### src/hw/caw_defines.svh
// register offsets, field positions and reset values of the counter array watchdog
// assumes inclusion by bare name from the watchdog top and the bench
`ifndef CAW_DEFINES_SVH
`define CAW_DEFINES_SVH
`define CAW_OFF_ARRAY_MODE    8'h00
`define CAW_OFF_MOD4_MODE     8'h04
`define CAW_OFF_MOD4_CMP_LOW  8'h08
`define CAW_OFF_MOD4_CMP_HIGH 8'h0C
`define CAW_OFF_TIMER_LOW     8'h10
`define CAW_OFF_TIMER_HIGH    8'h14
`define CAW_OFF_IRQ_STATUS    8'h18
`define CAW_OFF_IRQ_MASK      8'h1C
`define CAW_BIT_WDT_EN        6
`define CAW_BIT_RUN           0
`define CAW_BIT_COMP_EN       6
`define CAW_BIT_MATCH_EN      3
`define CAW_BIT_TOGGLE        2
`define CAW_BIT_PWM           1
`define CAW_BIT_FLAG_IE       0
`define CAW_ARRAY_MODE_RST    8'h01
`define CAW_MOD4_MODE_RST     8'h00
`define CAW_CMP_RST           16'hFFFF
`define CAW_MOD4_MODE_MASK    8'h7F
`define CAW_ARRAY_MODE_MASK   8'h41
`define CAW_IRQ_MATCH         0
`define CAW_IRQ_WDT           1
`define CAW_IRQ_W             2
`endif

### src/hw/caw_pkg.sv
// types of the counter array watchdog
// assumes caw_defines.svh on the include path
package caw_pkg;
  typedef struct packed {
    logic        wr;
    logic        rd;
    logic [7:0]  addr;
    logic [31:0] wdata;
    logic [3:0]  wstrb;
  } caw_req_s;
  typedef enum logic [1:0] {CAW_IDLE, CAW_WRESP, CAW_RRESP} caw_bus_e;
endpackage : caw_pkg

### src/hw/caw_axil.sv
// axi4-lite slave front end: turns bus traffic into one-cycle register requests
// assumes one outstanding write and one outstanding read; read answer one cycle later
module caw_axil (
  // clock and reset
  input  wire logic              aclk,
  input  wire logic              aresetn,
  // axi4-lite
  input  wire logic [7:0]        s_awaddr,
  input  wire logic              s_awvalid,
  output logic                   s_awready,
  input  wire logic [31:0]       s_wdata,
  input  wire logic [3:0]        s_wstrb,
  input  wire logic              s_wvalid,
  output logic                   s_wready,
  output logic [1:0]             s_bresp,
  output logic                   s_bvalid,
  input  wire logic              s_bready,
  input  wire logic [7:0]        s_araddr,
  input  wire logic              s_arvalid,
  output logic                   s_arready,
  output logic [31:0]            s_rdata,
  output logic [1:0]             s_rresp,
  output logic                   s_rvalid,
  input  wire logic              s_rready,
  // register side
  output caw_pkg::caw_req_s      req,
  input  wire logic [31:0]       rd_data,
  input  wire logic              rd_ok,
  input  wire logic              wr_ok
);
  logic        aw_have_q, aw_have_d, w_have_q, w_have_d;
  logic [7:0]  awaddr_q, awaddr_d;
  logic [31:0] wdata_q, wdata_d;
  logic [3:0]  wstrb_q, wstrb_d;
  logic        bvalid_q, bvalid_d, rvalid_q, rvalid_d;
  logic [1:0]  bresp_q, bresp_d, rresp_q, rresp_d;
  logic [31:0] rdata_q, rdata_d;
  logic        do_wr, do_rd;

  assign s_awready = !aw_have_q && !bvalid_q;
  assign s_wready  = !w_have_q && !bvalid_q;
  // a read waits while a write is committing, since both share one request address
  assign s_arready = !rvalid_q && !(aw_have_q && w_have_q);
  assign s_bvalid  = bvalid_q;
  assign s_bresp   = bresp_q;
  assign s_rvalid  = rvalid_q;
  assign s_rresp   = rresp_q;
  assign s_rdata   = rdata_q;

  always_comb begin
    aw_have_d = aw_have_q;
    w_have_d  = w_have_q;
    awaddr_d  = awaddr_q;
    wdata_d   = wdata_q;
    wstrb_d   = wstrb_q;
    bvalid_d  = bvalid_q;
    bresp_d   = bresp_q;
    rvalid_d  = rvalid_q;
    rresp_d   = rresp_q;
    rdata_d   = rdata_q;
    if (s_awvalid && s_awready) begin
      aw_have_d = 1'b1;
      awaddr_d  = s_awaddr;
    end
    if (s_wvalid && s_wready) begin
      w_have_d = 1'b1;
      wdata_d  = s_wdata;
      wstrb_d  = s_wstrb;
    end
    do_wr = aw_have_q && w_have_q;
    if (do_wr) begin
      aw_have_d = 1'b0;
      w_have_d  = 1'b0;
      bvalid_d  = 1'b1;
      bresp_d   = wr_ok ? 2'h0 : 2'h2;
    end
    if (bvalid_q && s_bready) begin
      bvalid_d = 1'b0;
    end
    do_rd = s_arvalid && s_arready;
    if (do_rd) begin
      rvalid_d = 1'b1;
      rdata_d  = rd_data;
      rresp_d  = rd_ok ? 2'h0 : 2'h2;
    end else if (rvalid_q && s_rready) begin
      rvalid_d = 1'b0;
    end
    req.wr    = do_wr;
    req.rd    = do_rd;
    req.addr  = do_rd ? s_araddr : awaddr_q;
    req.wdata = wdata_q;
    req.wstrb = wstrb_q;
  end

  always_ff @(posedge aclk) begin
    if (!aresetn) begin
      aw_have_q <= 1'b0;
      w_have_q  <= 1'b0;
      awaddr_q  <= 8'h00;
      wdata_q   <= 32'h0000_0000;
      wstrb_q   <= 4'h0;
      bvalid_q  <= 1'b0;
      bresp_q   <= 2'h0;
      rvalid_q  <= 1'b0;
      rresp_q   <= 2'h0;
      rdata_q   <= 32'h0000_0000;
    end else begin
      aw_have_q <= aw_have_d;
      w_have_q  <= w_have_d;
      awaddr_q  <= awaddr_d;
      wdata_q   <= wdata_d;
      wstrb_q   <= wstrb_d;
      bvalid_q  <= bvalid_d;
      bresp_q   <= bresp_d;
      rvalid_q  <= rvalid_d;
      rresp_q   <= rresp_d;
      rdata_q   <= rdata_d;
    end
  end
endmodule : caw_axil

### src/hw/caw_timer.sv
// shared 16-bit counter array time base, software writable per byte
// assumes write requests are one-cycle pulses from the register file
module caw_timer (
  // clock and reset
  input  wire logic        aclk,
  input  wire logic        aresetn,
  // control
  input  wire logic        run,
  input  wire logic        wr_low,
  input  wire logic        wr_high,
  input  wire logic [7:0]  wdata,
  // time base
  output logic [15:0]      count
);
  logic [15:0] count_q, count_d;
  assign count = count_q;

  always_comb begin
    count_d = count_q;
    if (run) begin
      count_d = count_q + 16'h0001;
    end
    if (wr_low) begin
      count_d[7:0] = wdata;
    end
    if (wr_high) begin
      count_d[15:8] = wdata;
    end
  end

  always_ff @(posedge aclk) begin
    if (!aresetn) begin
      count_q <= 16'h0000;
    end else begin
      count_q <= count_d;
    end
  end
endmodule : caw_timer

### src/hw/caw_watchdog.sv
// counter array watchdog top: module 4 compare, watchdog reset, registers over axi4-lite
// assumes the chip reset network takes wdt_reset_req as an internal-only source
`include "caw_defines.svh"

// Function
// - watchdog only on module 4; other compare modes stay usable otherwise
// - full 16-bit compare value checked against timer every cycle in compare mode, except between low and high byte writes
// - match with watchdog mode and reset enable raises internal reset
// - internal reset only; the external reset pin is never driven
// - clearing reset enable blocks the reset; setting again re-arms it
// - reset enable is bit 6 (mask 40H) of the array mode register
// - timer is software writable; avoid with other modules active
// - toggle bit 1 toggles the module output on match, 0 leaves it
// - one shared timer high/low pair is the single time base
module caw_watchdog (
  // clock and reset
  input  wire logic        aclk,
  input  wire logic        aresetn,
  // axi4-lite
  input  wire logic [7:0]  s_awaddr,
  input  wire logic        s_awvalid,
  output logic             s_awready,
  input  wire logic [31:0] s_wdata,
  input  wire logic [3:0]  s_wstrb,
  input  wire logic        s_wvalid,
  output logic             s_wready,
  output logic [1:0]       s_bresp,
  output logic             s_bvalid,
  input  wire logic        s_bready,
  input  wire logic [7:0]  s_araddr,
  input  wire logic        s_arvalid,
  output logic             s_arready,
  output logic [31:0]      s_rdata,
  output logic [1:0]       s_rresp,
  output logic             s_rvalid,
  input  wire logic        s_rready,
  // chip side
  output logic             wdt_reset_req,
  output logic             module_output_pin,
  output logic             irq
);
  caw_pkg::caw_req_s req;
  logic [31:0] rd_data;
  logic        rd_ok, wr_ok;
  logic [15:0] timer;
  logic        wr_tl, wr_th;

  logic [7:0]  array_mode_q, array_mode_d;
  logic [7:0]  mod4_mode_q, mod4_mode_d;
  logic [15:0] cmp_q, cmp_d;
  logic        cmp_hold_q, cmp_hold_d;
  logic        pin_q, pin_d;
  logic        rst_q, rst_d;
  logic [`CAW_IRQ_W-1:0] status_q, status_d;
  logic [`CAW_IRQ_W-1:0] mask_q, mask_d;
  logic        match_q, match_d;

  logic        wdt_en, compare_mode, match_now, match_rise;
  logic        lane0;
  logic [`CAW_IRQ_W-1:0] events;

  caw_axil u_axil (
    .aclk      (aclk),
    .aresetn   (aresetn),
    .s_awaddr  (s_awaddr),
    .s_awvalid (s_awvalid),
    .s_awready (s_awready),
    .s_wdata   (s_wdata),
    .s_wstrb   (s_wstrb),
    .s_wvalid  (s_wvalid),
    .s_wready  (s_wready),
    .s_bresp   (s_bresp),
    .s_bvalid  (s_bvalid),
    .s_bready  (s_bready),
    .s_araddr  (s_araddr),
    .s_arvalid (s_arvalid),
    .s_arready (s_arready),
    .s_rdata   (s_rdata),
    .s_rresp   (s_rresp),
    .s_rvalid  (s_rvalid),
    .s_rready  (s_rready),
    .req       (req),
    .rd_data   (rd_data),
    .rd_ok     (rd_ok),
    .wr_ok     (wr_ok)
  );

  // only one timer pair serves every consumer
  caw_timer u_timer (
    .aclk    (aclk),
    .aresetn (aresetn),
    .run     (array_mode_q[`CAW_BIT_RUN]),
    .wr_low  (wr_tl),
    .wr_high (wr_th),
    .wdata   (req.wdata[7:0]),
    .count   (timer)
  );

  assign lane0 = req.wr && req.wstrb[0];
  assign wr_tl = lane0 && (req.addr == `CAW_OFF_TIMER_LOW);
  assign wr_th = lane0 && (req.addr == `CAW_OFF_TIMER_HIGH);

  // compare mode: comparator and match enabled, pwm off
  assign compare_mode = mod4_mode_q[`CAW_BIT_COMP_EN] && mod4_mode_q[`CAW_BIT_MATCH_EN]
                        && !mod4_mode_q[`CAW_BIT_PWM];
  assign wdt_en    = array_mode_q[`CAW_BIT_WDT_EN];
  // comparator paused between low and high byte writes, as a partial value is meaningless
  assign match_now = compare_mode && !cmp_hold_q && (cmp_q == timer);
  assign match_rise = match_now && !match_q;

  assign events[`CAW_IRQ_MATCH] = match_rise;
  assign events[`CAW_IRQ_WDT]   = match_rise && wdt_en;

  always_comb begin
    array_mode_d = array_mode_q;
    mod4_mode_d  = mod4_mode_q;
    cmp_d        = cmp_q;
    cmp_hold_d   = cmp_hold_q;
    mask_d       = mask_q;
    status_d     = status_q;
    if (lane0) begin
      unique case (req.addr)
        `CAW_OFF_ARRAY_MODE:    array_mode_d = req.wdata[7:0] & `CAW_ARRAY_MODE_MASK;
        `CAW_OFF_MOD4_MODE:     mod4_mode_d  = req.wdata[7:0] & `CAW_MOD4_MODE_MASK;
        `CAW_OFF_MOD4_CMP_LOW: begin
          cmp_d[7:0] = req.wdata[7:0];
          cmp_hold_d = 1'b1;
        end
        `CAW_OFF_MOD4_CMP_HIGH: begin
          cmp_d[15:8] = req.wdata[7:0];
          cmp_hold_d  = 1'b0;
        end
        `CAW_OFF_IRQ_STATUS:    status_d = status_q & ~req.wdata[`CAW_IRQ_W-1:0];
        `CAW_OFF_IRQ_MASK:      mask_d   = req.wdata[`CAW_IRQ_W-1:0];
        default: ;
      endcase
    end
    // new events win over a simultaneous clear
    status_d = status_d | events;
    match_d  = match_now;
    pin_d    = pin_q ^ (match_rise && mod4_mode_q[`CAW_BIT_TOGGLE]);
    // internal reset level held while the match condition persists
    rst_d    = match_now && wdt_en;
  end

  always_ff @(posedge aclk) begin
    if (!aresetn) begin
      array_mode_q <= `CAW_ARRAY_MODE_RST;
      mod4_mode_q  <= `CAW_MOD4_MODE_RST;
      cmp_q        <= `CAW_CMP_RST;
      cmp_hold_q   <= 1'b0;
      mask_q       <= {`CAW_IRQ_W{1'b0}};
      status_q     <= {`CAW_IRQ_W{1'b0}};
      match_q      <= 1'b0;
      pin_q        <= 1'b0;
      rst_q        <= 1'b0;
    end else begin
      array_mode_q <= array_mode_d;
      mod4_mode_q  <= mod4_mode_d;
      cmp_q        <= cmp_d;
      cmp_hold_q   <= cmp_hold_d;
      mask_q       <= mask_d;
      status_q     <= status_d;
      match_q      <= match_d;
      pin_q        <= pin_d;
      rst_q        <= rst_d;
    end
  end

  // no external reset pin exists on this block: only the internal request
  assign wdt_reset_req     = rst_q;
  assign module_output_pin = pin_q;
  assign irq               = |(status_q & mask_q);

  always_comb begin
    rd_data = 32'h0000_0000;
    rd_ok   = 1'b1;
    unique case (req.addr)
      `CAW_OFF_ARRAY_MODE:    rd_data[7:0] = array_mode_q;
      `CAW_OFF_MOD4_MODE:     rd_data[7:0] = mod4_mode_q;
      `CAW_OFF_MOD4_CMP_LOW:  rd_data[7:0] = cmp_q[7:0];
      `CAW_OFF_MOD4_CMP_HIGH: rd_data[7:0] = cmp_q[15:8];
      `CAW_OFF_TIMER_LOW:     rd_data[7:0] = timer[7:0];
      `CAW_OFF_TIMER_HIGH:    rd_data[7:0] = timer[15:8];
      `CAW_OFF_IRQ_STATUS:    rd_data[`CAW_IRQ_W-1:0] = status_q;
      `CAW_OFF_IRQ_MASK:      rd_data[`CAW_IRQ_W-1:0] = mask_q;
      default:                rd_ok = 1'b0;
    endcase
    wr_ok = rd_ok;
  end

  a_reset_on_match: assert property (@(posedge aclk) disable iff (!aresetn)
    (match_now && wdt_en) |=> wdt_reset_req) else $error("watchdog match without reset");
  a_reset_blocked: assert property (@(posedge aclk) disable iff (!aresetn)
    !wdt_en |=> !wdt_reset_req) else $error("reset while enable clear");
  a_reset_cause: assert property (@(posedge aclk) disable iff (!aresetn)
    $rose(wdt_reset_req) |-> $past(cmp_q) == $past(timer)) else $error("reset without match");
  a_enable_bit: assert property (@(posedge aclk) disable iff (!aresetn)
    (lane0 && req.addr == `CAW_OFF_ARRAY_MODE) |=> wdt_en == $past(req.wdata[6]))
    else $error("reset enable not at bit 6");
  a_toggle_pin: assert property (@(posedge aclk) disable iff (!aresetn)
    (match_rise && mod4_mode_q[`CAW_BIT_TOGGLE]) |=> module_output_pin != $past(module_output_pin))
    else $error("pin did not toggle");
  a_pin_hold: assert property (@(posedge aclk) disable iff (!aresetn)
    !mod4_mode_q[`CAW_BIT_TOGGLE] |=> $stable(module_output_pin)) else $error("pin changed");
  a_timer_wrap: assert property (@(posedge aclk) disable iff (!aresetn)
    (timer == 16'hFFFF && array_mode_q[0] && !wr_tl && !wr_th) |=> timer == 16'h0000)
    else $error("timer did not wrap");
  a_timer_write: assert property (@(posedge aclk) disable iff (!aresetn)
    wr_th |=> timer[15:8] == $past(req.wdata[7:0])) else $error("timer write lost");
  a_other_mode: assert property (@(posedge aclk) disable iff (!aresetn)
    !compare_mode |=> !wdt_reset_req) else $error("reset outside compare mode");
  a_hold_no_match: assert property (@(posedge aclk) disable iff (!aresetn)
    cmp_hold_q |-> !match_now) else $error("match on half-written compare value");
  a_high_releases: assert property (@(posedge aclk) disable iff (!aresetn)
    (lane0 && req.addr == `CAW_OFF_MOD4_CMP_HIGH) |=> !cmp_hold_q) else $error("compare pause stuck");
  a_reset_needs_en: assert property (@(posedge aclk) disable iff (!aresetn)
    wdt_reset_req |-> $past(wdt_en)) else $error("reset without enable");
  a_status_sets: assert property (@(posedge aclk) disable iff (!aresetn)
    events[`CAW_IRQ_WDT] |=> status_q[`CAW_IRQ_WDT]) else $error("watchdog event lost");
  a_req_exclusive: assert property (@(posedge aclk) disable iff (!aresetn)
    !(req.wr && req.rd)) else $error("read and write share one request");
endmodule : caw_watchdog

### config.mk
export PLATFORM = sky130hd
export DESIGN_NAME = caw_watchdog
export DESIGN_NICKNAME = d
export VERILOG_FILES = /design/src/hw/caw_pkg.sv /design/src/hw/caw_axil.sv /design/src/hw/caw_timer.sv /design/src/hw/caw_watchdog.sv
export VERILOG_INCLUDE_DIRS = /design/src /design/src/hw
export SDC_FILE = /design/constraint.sdc
export NUM_CORES = 1
export LEC_CHECK = 0
export BUFFER_PORTS_ARGS = -buffer_cell sky130_fd_sc_hd__buf_2
export CORE_MARGIN = 3
export CORE_UTILIZATION = 50
export CTS_CLUSTER_DIAMETER = 200
export DETAILED_ROUTE_END_ITERATION = 8
export PLACE_DENSITY_LB_ADDON = 0.15
export SKIP_LAST_GASP = 1
export SYNTH_ARGS = -nofsm -noshare
export SYNTH_HDL_FRONTEND = slang
export SYNTH_HIERARCHICAL = 1
export SYNTH_SLANG_ARGS = --single-unit
### constraint.sdc
create_clock -name aclk -period 8.12 [get_ports aclk]
set_input_delay 0.812 -clock aclk [delete_from_list [all_inputs] [get_ports aclk]]
set_output_delay 0.812 -clock aclk [all_outputs]
set_load 0.01 [all_outputs]
==> results of run 1 <==
[per-layer routing]
layer	part of all wire, %	wire length [microns]	vias to the layer above	GRT usage [%]
li1	-	-	2115	-
met1	46	5720	1984	30.7
met2	45	5490	148	32.7
met3	6.7	823	29	4.52
met4	2.4	291	0	9.13
met5	0	0	-	0
[worst reg2reg max path, cell delays in order (launching register included)]
cell and delay [ns]:
sky130_fd_sc_hd__dfxtp_1 0.39, sky130_fd_sc_hd__a21oi_2 0.19, sky130_fd_sc_hd__and2_4 0.62, sky130_fd_sc_hd__mux2_2 0.45, sky130_fd_sc_hd__or3_1 0.40, sky130_fd_sc_hd__nor3b_2 0.90, sky130_fd_sc_hd__a221oi_1 0.29, sky130_fd_sc_hd__nor4_1 0.33
sky130_fd_sc_hd__nand2_1 0.11, sky130_fd_sc_hd__mux2i_1 0.16
[cell type report]
cell class / instances / area, sq um / area share [%]
repair buffers: 74 / 375 / 6.56
clock inverters: 5 / 81.3 / 1.42
flip-flops and latches: 104 / 2080 / 36.4
inverters: 8 / 30.0 / 0.525
clock buffers: 10 / 128 / 2.23
well taps: 133 / 166 / 2.91
multi-input cells: 455 / 2860 / 50.0
[final timing paths]
check	startpoint	endpoint	depth (start not counted)
worst max-delay path	u_axil/w_have_q$_SDFFE_PP0P_	u_axil/s_rdata[3]$_SDFFE_PN0P_	9
worst min-delay path	cmp_hold_q$_SDFFE_PN0P_	cmp_hold_q$_SDFFE_PN0P_	2
worst max register to register	u_axil/w_have_q$_SDFFE_PP0P_	u_axil/s_rdata[3]$_SDFFE_PN0P_	9
worst min register to register	cmp_hold_q$_SDFFE_PN0P_	cmp_hold_q$_SDFFE_PN0P_	2
[registers in the layout, summed over array words and instances, names as in the netlist, 7 cells and up]
| register | count |
|---|---|
| u_timer/count | 16 |
| cmp_q | 16 |
| u_axil/wdata_q | 8 |
| u_axil/s_rdata | 32 |
| u_axil/awaddr_q | 8 |
| mod4_mode_q | 7 |
[power groups by stage]
stage / Sequential, mW / Combinational, mW / Clock [mW]
after floorplan: 0.562 / 0.104 / 0
after global placement: 0.562 / 0.140 / 0
after detailed placement: 0.563 / 0.142 / 0
after CTS: 0.552 / 0.143 / 0.359
after global routing: 0.555 / 0.158 / 0.376
final: 0.552 / 0.143 / 0.353
[placed cells by master, fill, tap and decap left out, drive strengths merged, types with 2 or more instances in the layout]
cell type  instances
a211oi             2
a21boi             2
a21oi             14
a221oi             2
a22oi              3
a31o               2
and2              10
and3               2
buf               74
bufinv             2
clkbuf            10
conb              26
dfxtp            104
inv                9
mux2              10
mux2i             53
mux4               4
nand2            123
nand2b             2
nand3             50
nand3b             3
nand4              7
nor2              29
nor2b              3
nor3               8
nor3b              3
nor4              13
o211a              2
o21a               3
o21ai             35
xnor2             12
xor2              16
[stage by stage]
step | util, % | setup WS (ns) | total power [mW] | instance area, sq um
finish | 58.0 | 4.21 | 1.05 | 5720
global route | 58.0 | 3.95 | 1.09 | 5720
CTS | 58.0 | 4.26 | 1.05 | 5720
detailed placement | 55.9 | 3.99 | 0.706 | 5520
global placement | 55.9 | 3.98 | 0.702 | 5520
floorplan | - | 5.10 | 0.666 | 5200
==> out/qor.log, run 1 <==
qor: outcome.status complete, no violations
qor: placement.detailedPlacementHpwl 8.54 mm
qor: detailed_routing.drt_pre_antenna_iters 5
qor: power.p_sw_share 27.3%
qor: global_routing.groute.usage.overall 21.9%
qor: detailed_routing.detail_route.wl_per_cell 15.6 microns
qor: finish.layout.nets 712
qor: synth.postSynthCellCount 591
qor: power.clkPwrFrac 33.7%
qor: critical_path.cp_slowest_stage_delay 0.90 ns
qor: sta.whs 0.458 ns
qor: sta.finalSetupViolations 0
qor: critical_path.critical_path.max_fanout 42
qor: sta.rsz0062_at_grt no
qor: detailed_routing.drc 0
qor: clocking.cts.sinks 104
qor: critical_path.crit_path_start_kind flip-flop
qor: power.p_leak 2.33 nW
qor: worst_hold_path.hp-class flip-flop to flip-flop
qor: die.fp.dieH 107 microns
qor: global_routing.grt_antenna_before_repair 0
qor: finish.p_r_area_growth_vs_syn 11.9%
qor: placement.place.gp.congestion 0.929
qor: die.io_pins 103
qor: job.cap_violations 0
qor: power.net_switching_power 286 uW
qor: synth.synthesized_area_per_cell 8.65 sq um
qor: sta.final.min_clock_period 3.91 ns
qor: sta.final_min_period_over_clock_period 48.2%
qor: power.seq_power_share 52.7%
qor: power.p_int 762 uW
qor: global_routing.grt-ovfl-total 0
qor: critical_path.critical-path-top-delay-family simple AND/OR/NAND/NOR gates
qor: sta.timing_hold_violations_final 0
qor: die.placementRows 36
qor: finish.num-fill-cells 914
qor: sta.total_neg_setup_slack 0 ns
qor: sta.clock_skew 0.0118 ns
qor: sta.slew_violations 0
qor: critical_path.worstPathBufferInverterCount 0
qor: clocking.clockRootBuffer sky130_fd_sc_hd__clkbuf_8
qor: detailed_routing.detailed_router_s_first_iteration_violation_count 356
qor: clocking.tritoncts done
qor: global_routing.first_pass_grt_wire_length 20.0 mm
qor: critical_path.setup.reg_to_reg.worst_slack 4.21 ns
qor: finish.number_of_antenna_cells_inserted 0
qor: critical_path.crit_path_cell_trace a21oi_2 -> and2_4 -> mux2_2 -> or3_1 -> nor3b_2 -> a221oi_1 -> nor4_1 -> nand2_1 -> mux2i_1
qor: synth.synthesis.yosys.warnings 6
qor: die.dieWidth 107 microns
qor: sta.transition_at_the_pin_with_the_smallest_max_transition_slack 1.08 ns
qor: clocking.post_cts_repair_timing_setup_buffer_count 0
qor: clocking.clkLatencyLatePin 0.37 ns
qor: clocking.cts_resized 0
qor: critical_path.critical_path.endpoint_type flip-flop
qor: detailed_routing.via_count 4,276
qor: critical_path.critical_path_class flip-flop to flip-flop
qor: sta.max_clock_freq 0.256 GHz
qor: clocking.cts.htree.levels 3
qor: placement.placed_cells_incl_taps 774
qor: clocking.clk_pin_slew 0.10 ns
qor: critical_path.cell_with_the_largest_stage_delay_on_the_worst_path sky130_fd_sc_hd__nor3b_2
qor: finish.drive_above_1_share 18.8%
qor: critical_path.critical_path_required 8.43 ns
qor: power.ir_drop 118 uV
qor: detailed_routing.routed_wirelength 12.3 mm
qor: global_routing.vias_in_the_first_global_route 3,868
qor: clocking.numCtsBuffers 9
qor: die.die_footprint 11,500 sq um
qor: critical_path.worst_ep_arrival_time 4.22 ns
qor: clocking.cts_hold_repair.buffers 0
qor: global_routing.grt_max_degree 114
qor: die.initial_core_util 51.9%
qor: detailed_routing.route.antenna.remaining_nets 0
qor: clocking.cts_buffer_depth 2
qor: power.power.combinational.fraction 13.6%
qor: die.coreArea 9860 sq um
qor: placement.port-buffer-count 73
qor: power.power_density 183 nW/um^2
qor: sta.timing.max_slew.rel_slack 27.4%
qor: synth.mappedNetlistArea 5110 sq um
qor: detailed_routing.viasPerCell 5.42
qor: finish.finalNonFillerCells 789
No activity file was read; power rests on OpenSTA's default activity.
==> run 2, diff against run 1 <==
clock period = 3.56 ns   (was 8.12 ns; I/O delays follow)
==> out/qor.log, run 2 (synthesized netlist as in run 1, its figures left out) <==
qor: die.io_pins 103
qor: clocking.cts.sinks 104
qor: detailed_routing.detailed_router_s_first_iteration_violation_count 271
qor: die.die_footprint 11,500 sq um
qor: sta.transition_at_the_pin_with_the_smallest_max_transition_slack 0.870 ns
qor: critical_path.timing.rr.end u_timer/count[13]$_SDFFE_PN0P_
qor: detailed_routing.viasPerCell 5.36
qor: placement.placement.setup.worst_slack 0.589 ns
qor: clocking.cts_buffer_depth 2
qor: clocking.numCtsBuffers 9
qor: placement.detailedPlacementHpwl 8.71 mm
qor: critical_path.setup.reg_to_reg.worst_slack 0.54 ns
qor: placement.port-buffer-count 73
qor: clocking.cts.htree.levels 3
qor: sta.clock_skew 0.0139 ns
qor: worst_hold_path.hp-class primary input to flip-flop
qor: sta.max_clock_freq 0.331 GHz
qor: global_routing.grt-ovfl-total 0
qor: detailed_routing.drc 0
qor: sta.total_neg_setup_slack 0 ns
qor: clocking.clkLatencyLatePin 0.37 ns
qor: die.fp.dieH 107 microns
qor: critical_path.cp_slowest_stage_delay 0.43 ns
qor: global_routing.first_pass_grt_wire_length 19.8 mm
qor: sta.rsz0062_at_grt no
qor: sta.timing.max_slew.rel_slack 41.8%
qor: finish.seq_area 2080 sq um
qor: critical_path.timing.critical_path.to u_timer/count[13]$_SDFFE_PN0P_
qor: critical_path.cell_with_the_largest_stage_delay_on_the_worst_path sky130_fd_sc_hd__mux2_2
qor: critical_path.critical_path.endpoint_type flip-flop
qor: power.ir_drop 248 uV
qor: critical_path.critical_path_required 3.81 ns
qor: detailed_routing.detail_route.wl_per_cell 15.4 microns
qor: finish.most_frequent_standard_cell_in_the_layout_excluding_fill_and_tap_cells sky130_fd_sc_hd__nand2_1
qor: sta.timing_hold_violations_final 0
qor: critical_path.worst-r2r-cell-count 9
qor: clocking.cts_hold_repair.buffers 0
qor: die.initial_core_util 51.9%
qor: critical_path.critical_path_class flip-flop to flip-flop
qor: critical_path.start_of_the_worst_register_to_register_path u_axil/w_have_q$_SDFFE_PP0P_
qor: critical_path.crit_path_start_kind flip-flop
qor: finish.finish.instance_area 5770 sq um
qor: placement.place_area 5570 sq um
qor: finish.num-fill-cells 929
qor: finish.multiInputGateArea 2860 sq um
qor: finish.p_r_area_growth_vs_syn 12.8%
qor: power.p_leak 2.36 nW
qor: clocking.clk_pin_slew 0.10 ns
qor: detailed_routing.drt_pre_antenna_iters 4
qor: critical_path.crit_path_cell_trace a21oi_2 -> and2_4 -> mux2_2 -> nor2_1 -> nand4_1 -> nor2_1 -> inv_1 -> o21ai_0 -> a211oi_1
qor: detailed_routing.route.antenna.remaining_nets 0
qor: sta.setup_ws 0.538 ns
qor: global_routing.groute.usage.overall 21.5%
qor: critical_path.worst_ep_arrival_time 3.27 ns
qor: global_routing.grt_max_degree 100
qor: finish.most_frequent_cells_in_the_layout 120 x sky130_fd_sc_hd__nand2_1, 104 x sky130_fd_sc_hd__dfxtp_1, 72 x sky130_fd_sc_hd__buf_2, 53 x sky130_fd_sc_hd__mux2i_1, 47 x sky130_fd_sc_hd__nand3_1
qor: die.coreArea 9860 sq um
qor: outcome.status complete, no violations
qor: finish.layout.nets 717
qor: critical_path.crit_path_start u_axil/w_have_q$_SDFFE_PP0P_
qor: clocking.clockRootBuffer sky130_fd_sc_hd__clkbuf_8
qor: clocking.post_cts_repair_timing_setup_buffer_count 0
qor: detailed_routing.routed_wirelength 12.2 mm
qor: clocking.cts_resized 0
qor: critical_path.critical_path.max_fanout 18
qor: finish.number_of_antenna_cells_inserted 0
qor: sta.final.min_clock_period 3.02 ns
qor: critical_path.worst_path_most_repeated_cell sky130_fd_sc_hd__nor2_1
qor: sta.final_min_period_over_clock_period 84.9%
qor: global_routing.grt_antenna_before_repair 0
qor: die.dieWidth 107 microns
qor: detailed_routing.via_count 4,264
qor: placement.place.gp.congestion 0.913
qor: clocking.tritoncts done
qor: finish.largest_reg_flops 32
qor: die.placementRows 36
qor: global_routing.vias_in_the_first_global_route 3,898
qor: power.power_density 406 nW/um^2
qor: sta.slew_violations 0
qor: job.cap_violations 0
qor: power.totalPowerFinal 2.34 mW
qor: finish.drive_above_1_share 19.6%
qor: sta.finalSetupViolations 0
-- run 2: power breakdown --
| group | internal [mW] | total, mW | switching, mW |
|---|---|---|---|
| sequential | 1.21 | 1.26 | 0.0479 |
| combinational | 0.140 | 0.334 | 0.194 |
| clock | 0.333 | 0.752 | 0.420 |
-- run 2: final cells by class --
class / count / share of cell area, %
multi-input cells: 455 / 49.6
flip-flops and latches: 104 / 36.1
repair buffers: 79 / 7.38
well taps: 133 / 2.89
clock buffers: 9 / 2.15
clock inverters: 7 / 1.37
inverters: 8 / 0.521
-- run 2: metrics by stage --
step	std cells	util (%)	hold WS, ns
finish	795	58.5	0.200
CTS	795	58.5	0.194
floorplan	615	-	0.426
global placement	779	56.4	0.440
global route	795	58.5	0.199
detailed placement	779	56.4	0.444
-- run 2: how the worst min path moves through the flow --
stage / cells past startpoint / start / to
floorplan: 2 / cmp_hold_q$_SDFFE_PN0P_ / cmp_hold_q$_SDFFE_PN0P_
global placement: 2 / u_axil/s_rdata[22]$_SDFFE_PN0P_ / u_axil/s_rdata[22]$_SDFFE_PN0P_
detailed placement: 2 / cmp_hold_q$_SDFFE_PN0P_ / cmp_hold_q$_SDFFE_PN0P_
CTS: 3 / s_awaddr[5] / u_axil/awaddr_q[5]$_SDFFE_PN0P_
global route: 3 / s_wdata[5] / u_axil/wdata_q[5]$_SDFFE_PN0P_
finish: 3 / s_wdata[4] / u_axil/wdata_q[4]$_SDFFE_PN0P_
-- run 2: routing by layer --
layer  up-vias  track usage, %  part of all wire (%)
met3        14            3.79                   6.5
met4         0            7.40                   1.5
met5         -               0                     0
met1      1988            30.7                    47
met2       126            32.6                    45
li1       2136               -                     -
-- run 2: critical path: cells and delay by family (launching register included) --
kind,cells,cell delay (ns)
buf+inv,1,0.30
compound gates,3,0.52
simple gates,4,1.25
mux,1,0.43
flops,1,0.39
